[src/swrc_consts.svh]
// Constants for the sleep, wake and reset controller
`ifndef SWRC_CONSTS_SVH
`define SWRC_CONSTS_SVH
`define SWRC_CLK_PERIOD_NS 10
`define SWRC_WAKE_UP_TIME_US 200
`define SWRC_LOGIC_UV_DELAY_US 1
`define SWRC_BATT_UV_DELAY_US 1
`define SWRC_ADDR_W 8
`define SWRC_REG_CMD 8'h00
`define SWRC_REG_CHAN 8'h04
`define SWRC_REG_STATUS 8'h08
`define SWRC_REG_IRQ_STAT 8'h0C
`define SWRC_REG_IRQ_MASK 8'h10
`define SWRC_CMD_WAKE_BIT 0
`define SWRC_CMD_STANDBY_BIT 1
`define SWRC_CMD_RESET_BIT 2
`define SWRC_FRAME_W 8
`define SWRC_FRAME_CMD_BIT 7
`define SWRC_CHAN_RESET 8'h00
`define SWRC_IRQ_MASK_RESET 3'h0
`define SWRC_IRQ_RESET_BIT 0
`define SWRC_IRQ_AWAKE_BIT 1
`define SWRC_IRQ_UV_BIT 2
`endif

[src/swrc_pkg.sv]
// Types for the sleep, wake and reset controller
package swrc_pkg;
	typedef enum logic [1:0] {
		SWRC_SLEEP,
		SWRC_WAKING,
		SWRC_ON
	} swrc_state_t;

	typedef struct packed {
		logic sclk;
		logic cs_n;
		logic si;
		logic vdd_ok;
		logic vbb_ok;
	} swrc_pins_t;

	typedef struct packed {
		logic uv_active;
		logic transmission_error_flag;
		logic awake_state_bit;
	} swrc_status_t;
endpackage

[src/swrc_sleep_wake_reset_control.sv]
// Sleep, wake and reset controller with serial command link
//
// Contract
// - Power-up loads register defaults and starts in sleep mode.
// - Wake command bit set moves sleep to operation mode.
// - Standby command bit set returns operation mode to sleep.
// - Entering sleep resets the channel register to its default; interrupt mask keeps its value, interrupt status keeps its bits and gains the reset event.
// - Sleep via serial commands; losing logic supply forces sleep.
// - Every reset switches all channels off and restores the channel register default; only the reset input restores the interrupt registers.
// - Any reset sets the transmission error flag.
// - During undervoltage reset, reads return diagnostic frame with error flag; while the logic supply is lost, so stays low with so_oe off.
// - Undervoltage reset releases only when all supplies are above threshold.
// - Reset command bit immediately resets the channel register and diagnosis.
// - Serial shift path works whenever the logic supply is good.
// - Reset asserted within 1 us after logic supply undervoltage.
`timescale 1ns/1ps
`include "swrc_consts.svh"

module swrc_sleep_wake_reset_control
	import swrc_pkg::*;
#(
	parameter int WAKE_CYCLES =
		`SWRC_WAKE_UP_TIME_US * 1000 / `SWRC_CLK_PERIOD_NS,
	parameter int CHANNELS = 8
) (
	// Clock and reset
	input wire logic clk,
	input wire logic reset,
	// Supply monitors
	input wire logic vdd_ok,
	input wire logic vbb_ok,
	// Serial link
	input wire logic sclk,
	input wire logic cs_n,
	input wire logic si,
	output logic so,
	output logic so_oe,
	// Register port
	input wire logic [`SWRC_ADDR_W-1:0] addr,
	input wire logic [31:0] wdata,
	input wire logic wr,
	input wire logic rd,
	output logic [31:0] rdata,
	// Device outputs
	output logic [CHANNELS-1:0] channel_on,
	output logic awake_state_bit,
	output logic irq
);
	localparam int UV_MAX_CYCLES =
		`SWRC_LOGIC_UV_DELAY_US * 1000 / `SWRC_CLK_PERIOD_NS;
	localparam int FW = `SWRC_FRAME_W;

	function automatic logic [31:0] reg_read(
		input logic [`SWRC_ADDR_W-1:0] a,
		input logic [CHANNELS-1:0] ch,
		input swrc_status_t st,
		input logic [2:0] is,
		input logic [2:0] im
	);
		logic [31:0] v;
		v = 32'h0;
		case (a)
			`SWRC_REG_CHAN: v[CHANNELS-1:0] = ch;
			`SWRC_REG_STATUS: v[2:0] = st;
			`SWRC_REG_IRQ_STAT: v[2:0] = is;
			`SWRC_REG_IRQ_MASK: v[2:0] = im;
			default: v = 32'h0;
		endcase
		return v;
	endfunction

	// Two-flop synchronisers for pins
	swrc_pins_t pins_meta_r;
	swrc_pins_t pins_r;
	always_ff @(posedge clk) begin
		if (reset) begin
			pins_meta_r <= '{sclk: 1'b0, cs_n: 1'b1, si: 1'b0,
				vdd_ok: 1'b0, vbb_ok: 1'b0};
			pins_r <= '{sclk: 1'b0, cs_n: 1'b1, si: 1'b0,
				vdd_ok: 1'b0, vbb_ok: 1'b0};
		end else begin
			pins_meta_r <= '{sclk: sclk, cs_n: cs_n, si: si,
				vdd_ok: vdd_ok, vbb_ok: vbb_ok};
			pins_r <= pins_meta_r;
		end
	end

	// Edge history of link signals
	logic sclk_d_r;
	logic cs_n_d_r;
	always_ff @(posedge clk) begin
		if (reset) begin
			sclk_d_r <= 1'b0;
			cs_n_d_r <= 1'b1;
		end else begin
			sclk_d_r <= pins_r.sclk;
			cs_n_d_r <= pins_r.cs_n;
		end
	end
	logic sclk_rise;
	logic sclk_fall;
	logic cs_start;
	logic cs_end;
	assign sclk_rise = pins_r.sclk & ~sclk_d_r & ~pins_r.cs_n;
	assign sclk_fall = ~pins_r.sclk & sclk_d_r & ~pins_r.cs_n;
	assign cs_start = ~pins_r.cs_n & cs_n_d_r;
	assign cs_end = pins_r.cs_n & ~cs_n_d_r;

	// Undervoltage reset, released only with both supplies good
	logic uv_r;
	logic uv_nxt;
	assign uv_nxt = ~(pins_r.vdd_ok & pins_r.vbb_ok);
	always_ff @(posedge clk) begin
		if (reset) begin
			uv_r <= 1'b1;
		end else begin
			uv_r <= uv_nxt;
		end
	end
	logic logic_uv;
	assign logic_uv = ~pins_r.vdd_ok;

	// Command decode of completed frames
	logic [FW-1:0] shift_r;
	logic [$clog2(FW+1)-1:0] bit_cnt_r;
	logic frame_cmd;
	assign frame_cmd = cs_end & ~uv_r
		& (bit_cnt_r == ($clog2(FW+1))'(FW))
		& shift_r[`SWRC_FRAME_CMD_BIT];
	logic reg_cmd;
	assign reg_cmd = wr & (addr == `SWRC_REG_CMD) & ~uv_r;
	logic cmd_wake;
	logic cmd_standby;
	logic cmd_reset;
	assign cmd_wake = (frame_cmd & shift_r[`SWRC_CMD_WAKE_BIT])
		| (reg_cmd & wdata[`SWRC_CMD_WAKE_BIT]);
	assign cmd_standby = (frame_cmd & shift_r[`SWRC_CMD_STANDBY_BIT])
		| (reg_cmd & wdata[`SWRC_CMD_STANDBY_BIT]);
	assign cmd_reset = (frame_cmd & shift_r[`SWRC_CMD_RESET_BIT])
		| (reg_cmd & wdata[`SWRC_CMD_RESET_BIT]);

	// Operating state
	swrc_state_t state_r;
	logic [$clog2(WAKE_CYCLES+1)-1:0] wake_cnt_r;
	logic enter_sleep;
	assign enter_sleep = (state_r != SWRC_SLEEP)
		& (cmd_standby | logic_uv);
	always_ff @(posedge clk) begin
		if (reset) begin
			state_r <= SWRC_SLEEP;
			wake_cnt_r <= '0;
		end else if (uv_r) begin
			state_r <= SWRC_SLEEP;
			wake_cnt_r <= '0;
		end else begin
			case (state_r)
				SWRC_SLEEP: begin
					if (cmd_wake & ~cmd_standby) begin
						state_r <= SWRC_WAKING;
						wake_cnt_r <= '0;
					end
				end
				SWRC_WAKING: begin
					if (cmd_standby) begin
						state_r <= SWRC_SLEEP;
					end else if (wake_cnt_r ==
						($clog2(WAKE_CYCLES+1))'(WAKE_CYCLES - 1)) begin
						state_r <= SWRC_ON;
					end else begin
						wake_cnt_r <= wake_cnt_r + 1'b1;
					end
				end
				SWRC_ON: begin
					if (cmd_standby) begin
						state_r <= SWRC_SLEEP;
					end
				end
				default: state_r <= SWRC_SLEEP;
			endcase
		end
	end

	// Any reset source
	logic any_reset;
	assign any_reset = uv_r | cmd_reset | enter_sleep;

	// Channel register
	logic [CHANNELS-1:0] chan_r;
	always_ff @(posedge clk) begin
		if (reset) begin
			chan_r <= CHANNELS'(`SWRC_CHAN_RESET);
		end else if (any_reset) begin
			chan_r <= CHANNELS'(`SWRC_CHAN_RESET);
		end else if (wr & (addr == `SWRC_REG_CHAN)
			& (state_r == SWRC_ON)) begin
			chan_r <= wdata[CHANNELS-1:0];
		end
	end
	always_ff @(posedge clk) begin
		if (reset) begin
			channel_on <= '0;
		end else begin
			channel_on <= any_reset ? '0 : chan_r;
		end
	end

	// Transmission error flag, set wins over clear
	logic ter_r;
	logic frame_done;
	assign frame_done = cs_end & ~uv_r;
	always_ff @(posedge clk) begin
		if (reset) begin
			ter_r <= 1'b1;
		end else if (any_reset) begin
			ter_r <= 1'b1;
		end else if (frame_done) begin
			ter_r <= 1'b0;
		end
	end

	// Serial shift path; only logic supply loss stops it
	logic [FW-1:0] diag_frame;
	assign diag_frame = {ter_r | uv_r, state_r == SWRC_ON, uv_r,
		(FW-3)'(0)};
	always_ff @(posedge clk) begin
		if (reset | logic_uv) begin
			shift_r <= '0;
			bit_cnt_r <= '0;
		end else if (cs_start) begin
			shift_r <= diag_frame;
			bit_cnt_r <= '0;
		end else if (sclk_rise) begin
			shift_r <= {shift_r[FW-2:0], pins_r.si};
			if (bit_cnt_r != ($clog2(FW+1))'(FW)) begin
				bit_cnt_r <= bit_cnt_r + 1'b1;
			end
		end
	end
	always_ff @(posedge clk) begin
		if (reset | logic_uv) begin
			so <= 1'b0;
			so_oe <= 1'b0;
		end else begin
			so_oe <= ~pins_r.cs_n;
			if (cs_start) begin
				so <= diag_frame[FW-1];
			end else if (sclk_fall) begin
				so <= shift_r[FW-1];
			end
		end
	end

	// Awake status output
	always_ff @(posedge clk) begin
		if (reset) begin
			awake_state_bit <= 1'b0;
		end else begin
			awake_state_bit <= (state_r == SWRC_ON);
		end
	end

	// Interrupt status and mask
	logic [2:0] irq_stat_r;
	logic [2:0] irq_mask_r;
	logic [2:0] irq_evt;
	logic uv_d_r;
	logic on_d_r;
	always_ff @(posedge clk) begin
		if (reset) begin
			uv_d_r <= 1'b1;
			on_d_r <= 1'b0;
		end else begin
			uv_d_r <= uv_r;
			on_d_r <= (state_r == SWRC_ON);
		end
	end
	always_comb begin
		irq_evt = 3'h0;
		irq_evt[`SWRC_IRQ_RESET_BIT] = any_reset & ~uv_r;
		irq_evt[`SWRC_IRQ_AWAKE_BIT] = (state_r == SWRC_ON) & ~on_d_r;
		irq_evt[`SWRC_IRQ_UV_BIT] = uv_r & ~uv_d_r;
	end
	always_ff @(posedge clk) begin
		if (reset) begin
			irq_stat_r <= 3'h0;
		end else if (wr & (addr == `SWRC_REG_IRQ_STAT)) begin
			irq_stat_r <= (irq_stat_r & ~wdata[2:0]) | irq_evt;
		end else begin
			irq_stat_r <= irq_stat_r | irq_evt;
		end
	end
	always_ff @(posedge clk) begin
		if (reset) begin
			irq_mask_r <= `SWRC_IRQ_MASK_RESET;
		end else if (wr & (addr == `SWRC_REG_IRQ_MASK)) begin
			irq_mask_r <= wdata[2:0];
		end
	end
	always_ff @(posedge clk) begin
		if (reset) begin
			irq <= 1'b0;
		end else begin
			irq <= |(irq_stat_r & irq_mask_r);
		end
	end

	// Register read port
	swrc_status_t status;
	assign status = '{uv_active: uv_r, transmission_error_flag: ter_r,
		awake_state_bit: state_r == SWRC_ON};
	always_ff @(posedge clk) begin
		if (reset) begin
			rdata <= 32'h0;
		end else if (rd) begin
			rdata <= reg_read(addr, chan_r, status, irq_stat_r,
				irq_mask_r);
		end else begin
			rdata <= 32'h0;
		end
	end
endmodule

[config.mk]
export PLATFORM = sky130hd
export DESIGN_NAME = swrc_sleep_wake_reset_control
export DESIGN_NICKNAME = d
export VERILOG_FILES = /design/src/swrc_pkg.sv /design/src/swrc_sleep_wake_reset_control.sv
export VERILOG_INCLUDE_DIRS = /design/src
export SDC_FILE = /design/constraint.sdc
export NUM_CORES = 1
export LEC_CHECK = 0
export ABC_CLOCK_PERIOD_IN_PS = 2900
export BUFFER_PORTS_ARGS = -buffer_cell sky130_fd_sc_hd__clkbuf_2
export CAP_MARGIN = 20
export CORE_ASPECT_RATIO = 1.75
export CORE_MARGIN = 1
export CORE_UTILIZATION = 50
export DETAILED_ROUTE_END_ITERATION = 8
export HOLD_SLACK_MARGIN = 0.15
export PLACE_DENSITY = 0.86
export RECOVER_POWER = 50
export SKIP_CTS_REPAIR_TIMING = 1
export SLEW_MARGIN = 10
export SYNTH_ARGS = -nofsm -noshare
export SYNTH_HDL_FRONTEND = slang
export SYNTH_SLANG_ARGS = --single-unit
[constraint.sdc]
create_clock -name clk -period 2.9 [get_ports clk]
set_input_delay 0.145 -clock clk [delete_from_list [all_inputs] [get_ports clk]]
set_output_delay 0.145 -clock clk [all_outputs]
set_load 0.1 [all_outputs]
==> qor.txt <==
IO buf count = 44
Via count = 2,945
Slew @ Worst Pin = 1.28 ns
Post-synth top area share = 0.440
Relative max-transition margin = 0.140
Hold Vio Cnt, Final = 0
Asr flop ratio synth = 0
Final setup viols = 0
Worst EP required = 3.12 ns
Unrepaired setup endpoints after global routing = no
Critical R2R Launch = wake_cnt_r[4]
Total CTS buffers = 9
Layout Utilization = 0.591
Hold Crit Class = in2reg
Period utilization = 0.791
Overall Global Routing Usage = 0.212
Post-synthesis cell type count = 55
Die width = 65.7 um
Final Power = 2.29 mW
Register-to-register setup slack = 0.61 ns
Initial DRC Count = 179
Worst-path cell chain = or4b_4 -> nor4_4 -> nand2b_1 -> a211oi_4 -> a32o_1
Share of cells above drive strength 1 = 0.130
Via count of the first global-routing pass = 2,676
Pleak = 1.49 nW
# diodes = 0
Detailed placer's ending HPWL = 5.42 mm
Ys flop type = dfxtp_1
IO Pins = 93
CORE AREA = 0.00686 mm2
Post-Syn Area per Cell = 9.31 um2
Crit-path slowest cell = or4b_4
Sink Count = 78
Worst ir drop on vdd = 0.000324 V
Placement Cell Area = 0.00372 mm2
Starting density of the core = 0.517
Synth top cells by count = 78 x dfxtp_1, 41 x nor2_1, 32 x nand2_1, 24 x buf_4, 19 x mux2i_1
Max Cap Viol = 0
Remaining Overflow, GRT = 0
Final #Nets = 487
Fin area = 0.00405 mm2
Vias per cell = 5.63
Fmax = 436 MHz
Critical setup path kind = reg2reg
Final TNS setup = 0 ns
Yosys reg bits = 78
Critical path arrival = 2.52 ns
Area leader, netlist = dfxtp_1
Setup slack at placement = 0.668 ns
CTS tree = done
Worst Setup Slack, final = 0.606 ns
Largest net degree at the start of global routing = 26
Largest stage delay, worst path = 0.50 ns
DRC violations left = 0
Status = finished clean
Skew final = 0.00590 ns
DRT Wirelength = 7.75 mm
Dpl cells = 497
Power density cells = 565 mW/mm2
Fin cells = 523
Hold_sp = wdata[1]
CTS Buffer Depth = 2
Clock Pin Slew Worst Setup and Hold Paths = 0.06 ns
Initial antenna violation count = 0
CTS HTree Levels = 3
Max-slew violations = 0
Seq/Total Area, Yosys = 0.440
Synth top area cells = dfxtp_1 44%, mux2i_1 5.4%, buf_4 5.1%
Setup crit start = wake_cnt_r[4]
First-pass GRT wire length = 11.8 mm
Rows = 40
CP max FO = 10
Die Span Y = 113 um
Cell Area, Synth = 0.00355 mm2
Avg WL per Cell = 14.8 um
Min Hold Slack = 0.166 ns
Worst setup SP type = flop
Syn-to-layout area delta = 14.2%
Clock root cell = clkbuf_16
Antenna-violating nets left = 0
Min Clock Period, post-route = 2.29 ns
Die area = 0.00745 mm2
Drt first pass iters = 6
Number of synthesis warnings = 0
CP Capture Type = flop
RePlAce Congestion = 0.866
Cells after Synth = 381
Post-synth EDFFs = 0
Most numerous cell in the Yosys netlist = dfxtp_1
Insertion delay to the later sink of the worst-skew pair = 0.34 ns
[layout make-up]
| class | count | area [um2] |
|---|---|---|
| fillers | 585 | 2810 |
| well taps | 84 | 105 |
| flip-flops and latches | 78 | 1560 |
| multi-input cells | 278 | 1760 |
| clock buffers | 9 | 225 |
| repair buffers | 58 | 323 |
| clock inverters | 6 | 40.0 |
| inverters | 10 | 37.5 |
[metal layers]
layer / global-route usage / share of wire
met5: 0 / 0
met4: 0.139 / 0.044
met3: 0.0590 / 0.051
met2: 0.391 / 0.54
met1: 0.193 / 0.36
[power breakdown]
| group | switching, mW | internal (mW) |
|---|---|---|
| logic | 0.168 | 0.0315 |
| registers | 0.00358 | 1.08 |
| clock network | 0.433 | 0.572 |
| total | 0.605 | 1.68 |
[state kept, by name (all words and copies together), names as in the netlist, 2 cells and up]
register	flops
pins_meta_r	5
state_r	2
irq_mask_r	3
irq_stat_r	3
channel_on	8
pins_r	5
chan_r	8
rdata	8
wake_cnt_r	15
bit_cnt_r	4
shift_r	8
[cell families after synthesis]
kind of cell / share of synthesized area
fa+ha+maj: 0.0106
flops: 0.440
xor+xnor: 0.00741
other cells: 0.00106
mux: 0.0536
buf+inv: 0.0829
compound gates: 0.146
simple gates: 0.259
[placed cells by master, fill, tap and decap left out, drive strengths merged, types with 3 or more instances in the layout]
| cell | synthesis | final |
|---|---|---|
| a32o | 9 | 9 |
| ha | 3 | 3 |
| o22ai | 4 | 4 |
| nand2b | 5 | 5 |
| a211oi | 5 | 5 |
| o21ai | 6 | 6 |
| a21oi | 14 | 14 |
| o211ai | 6 | 6 |
| nor2 | 41 | 41 |
| a22oi | 3 | 3 |
| inv | 10 | 10 |
| a31oi | 4 | 4 |
| dlygate4sd3 | 0 | 11 |
| and3 | 4 | 4 |
| nand3 | 8 | 8 |
| clkbuf | 10 | 54 |
| a222oi | 4 | 4 |
| conb | 1 | 24 |
| nor2b | 14 | 14 |
| clkinv | 0 | 5 |
| nor4 | 9 | 9 |
| or2 | 4 | 4 |
| mux2i | 19 | 19 |
| nor3 | 13 | 13 |
| nand4 | 5 | 5 |
| dfxtp | 78 | 78 |
| and2 | 16 | 16 |
| nand2 | 32 | 32 |
| a211o | 5 | 5 |
[critical path: cells and delay by family, from the launching register on]
family             cells  cell delay, ns
and+or+nand+nor        3            1.30
AOI/OAI and AO/OA      2            0.45
DFF                    1            0.43
[path summary, 6_finish.rpt]
check / depth (start not counted) / endpoint
worst max-delay path: 5 / wake_cnt_r[10]
worst min-delay path: 3 / irq_mask_r[1]
worst max register to register: 5 / wake_cnt_r[10]
worst min register to register: 1 / uv_r
Power figures use the tool's default switching activity.
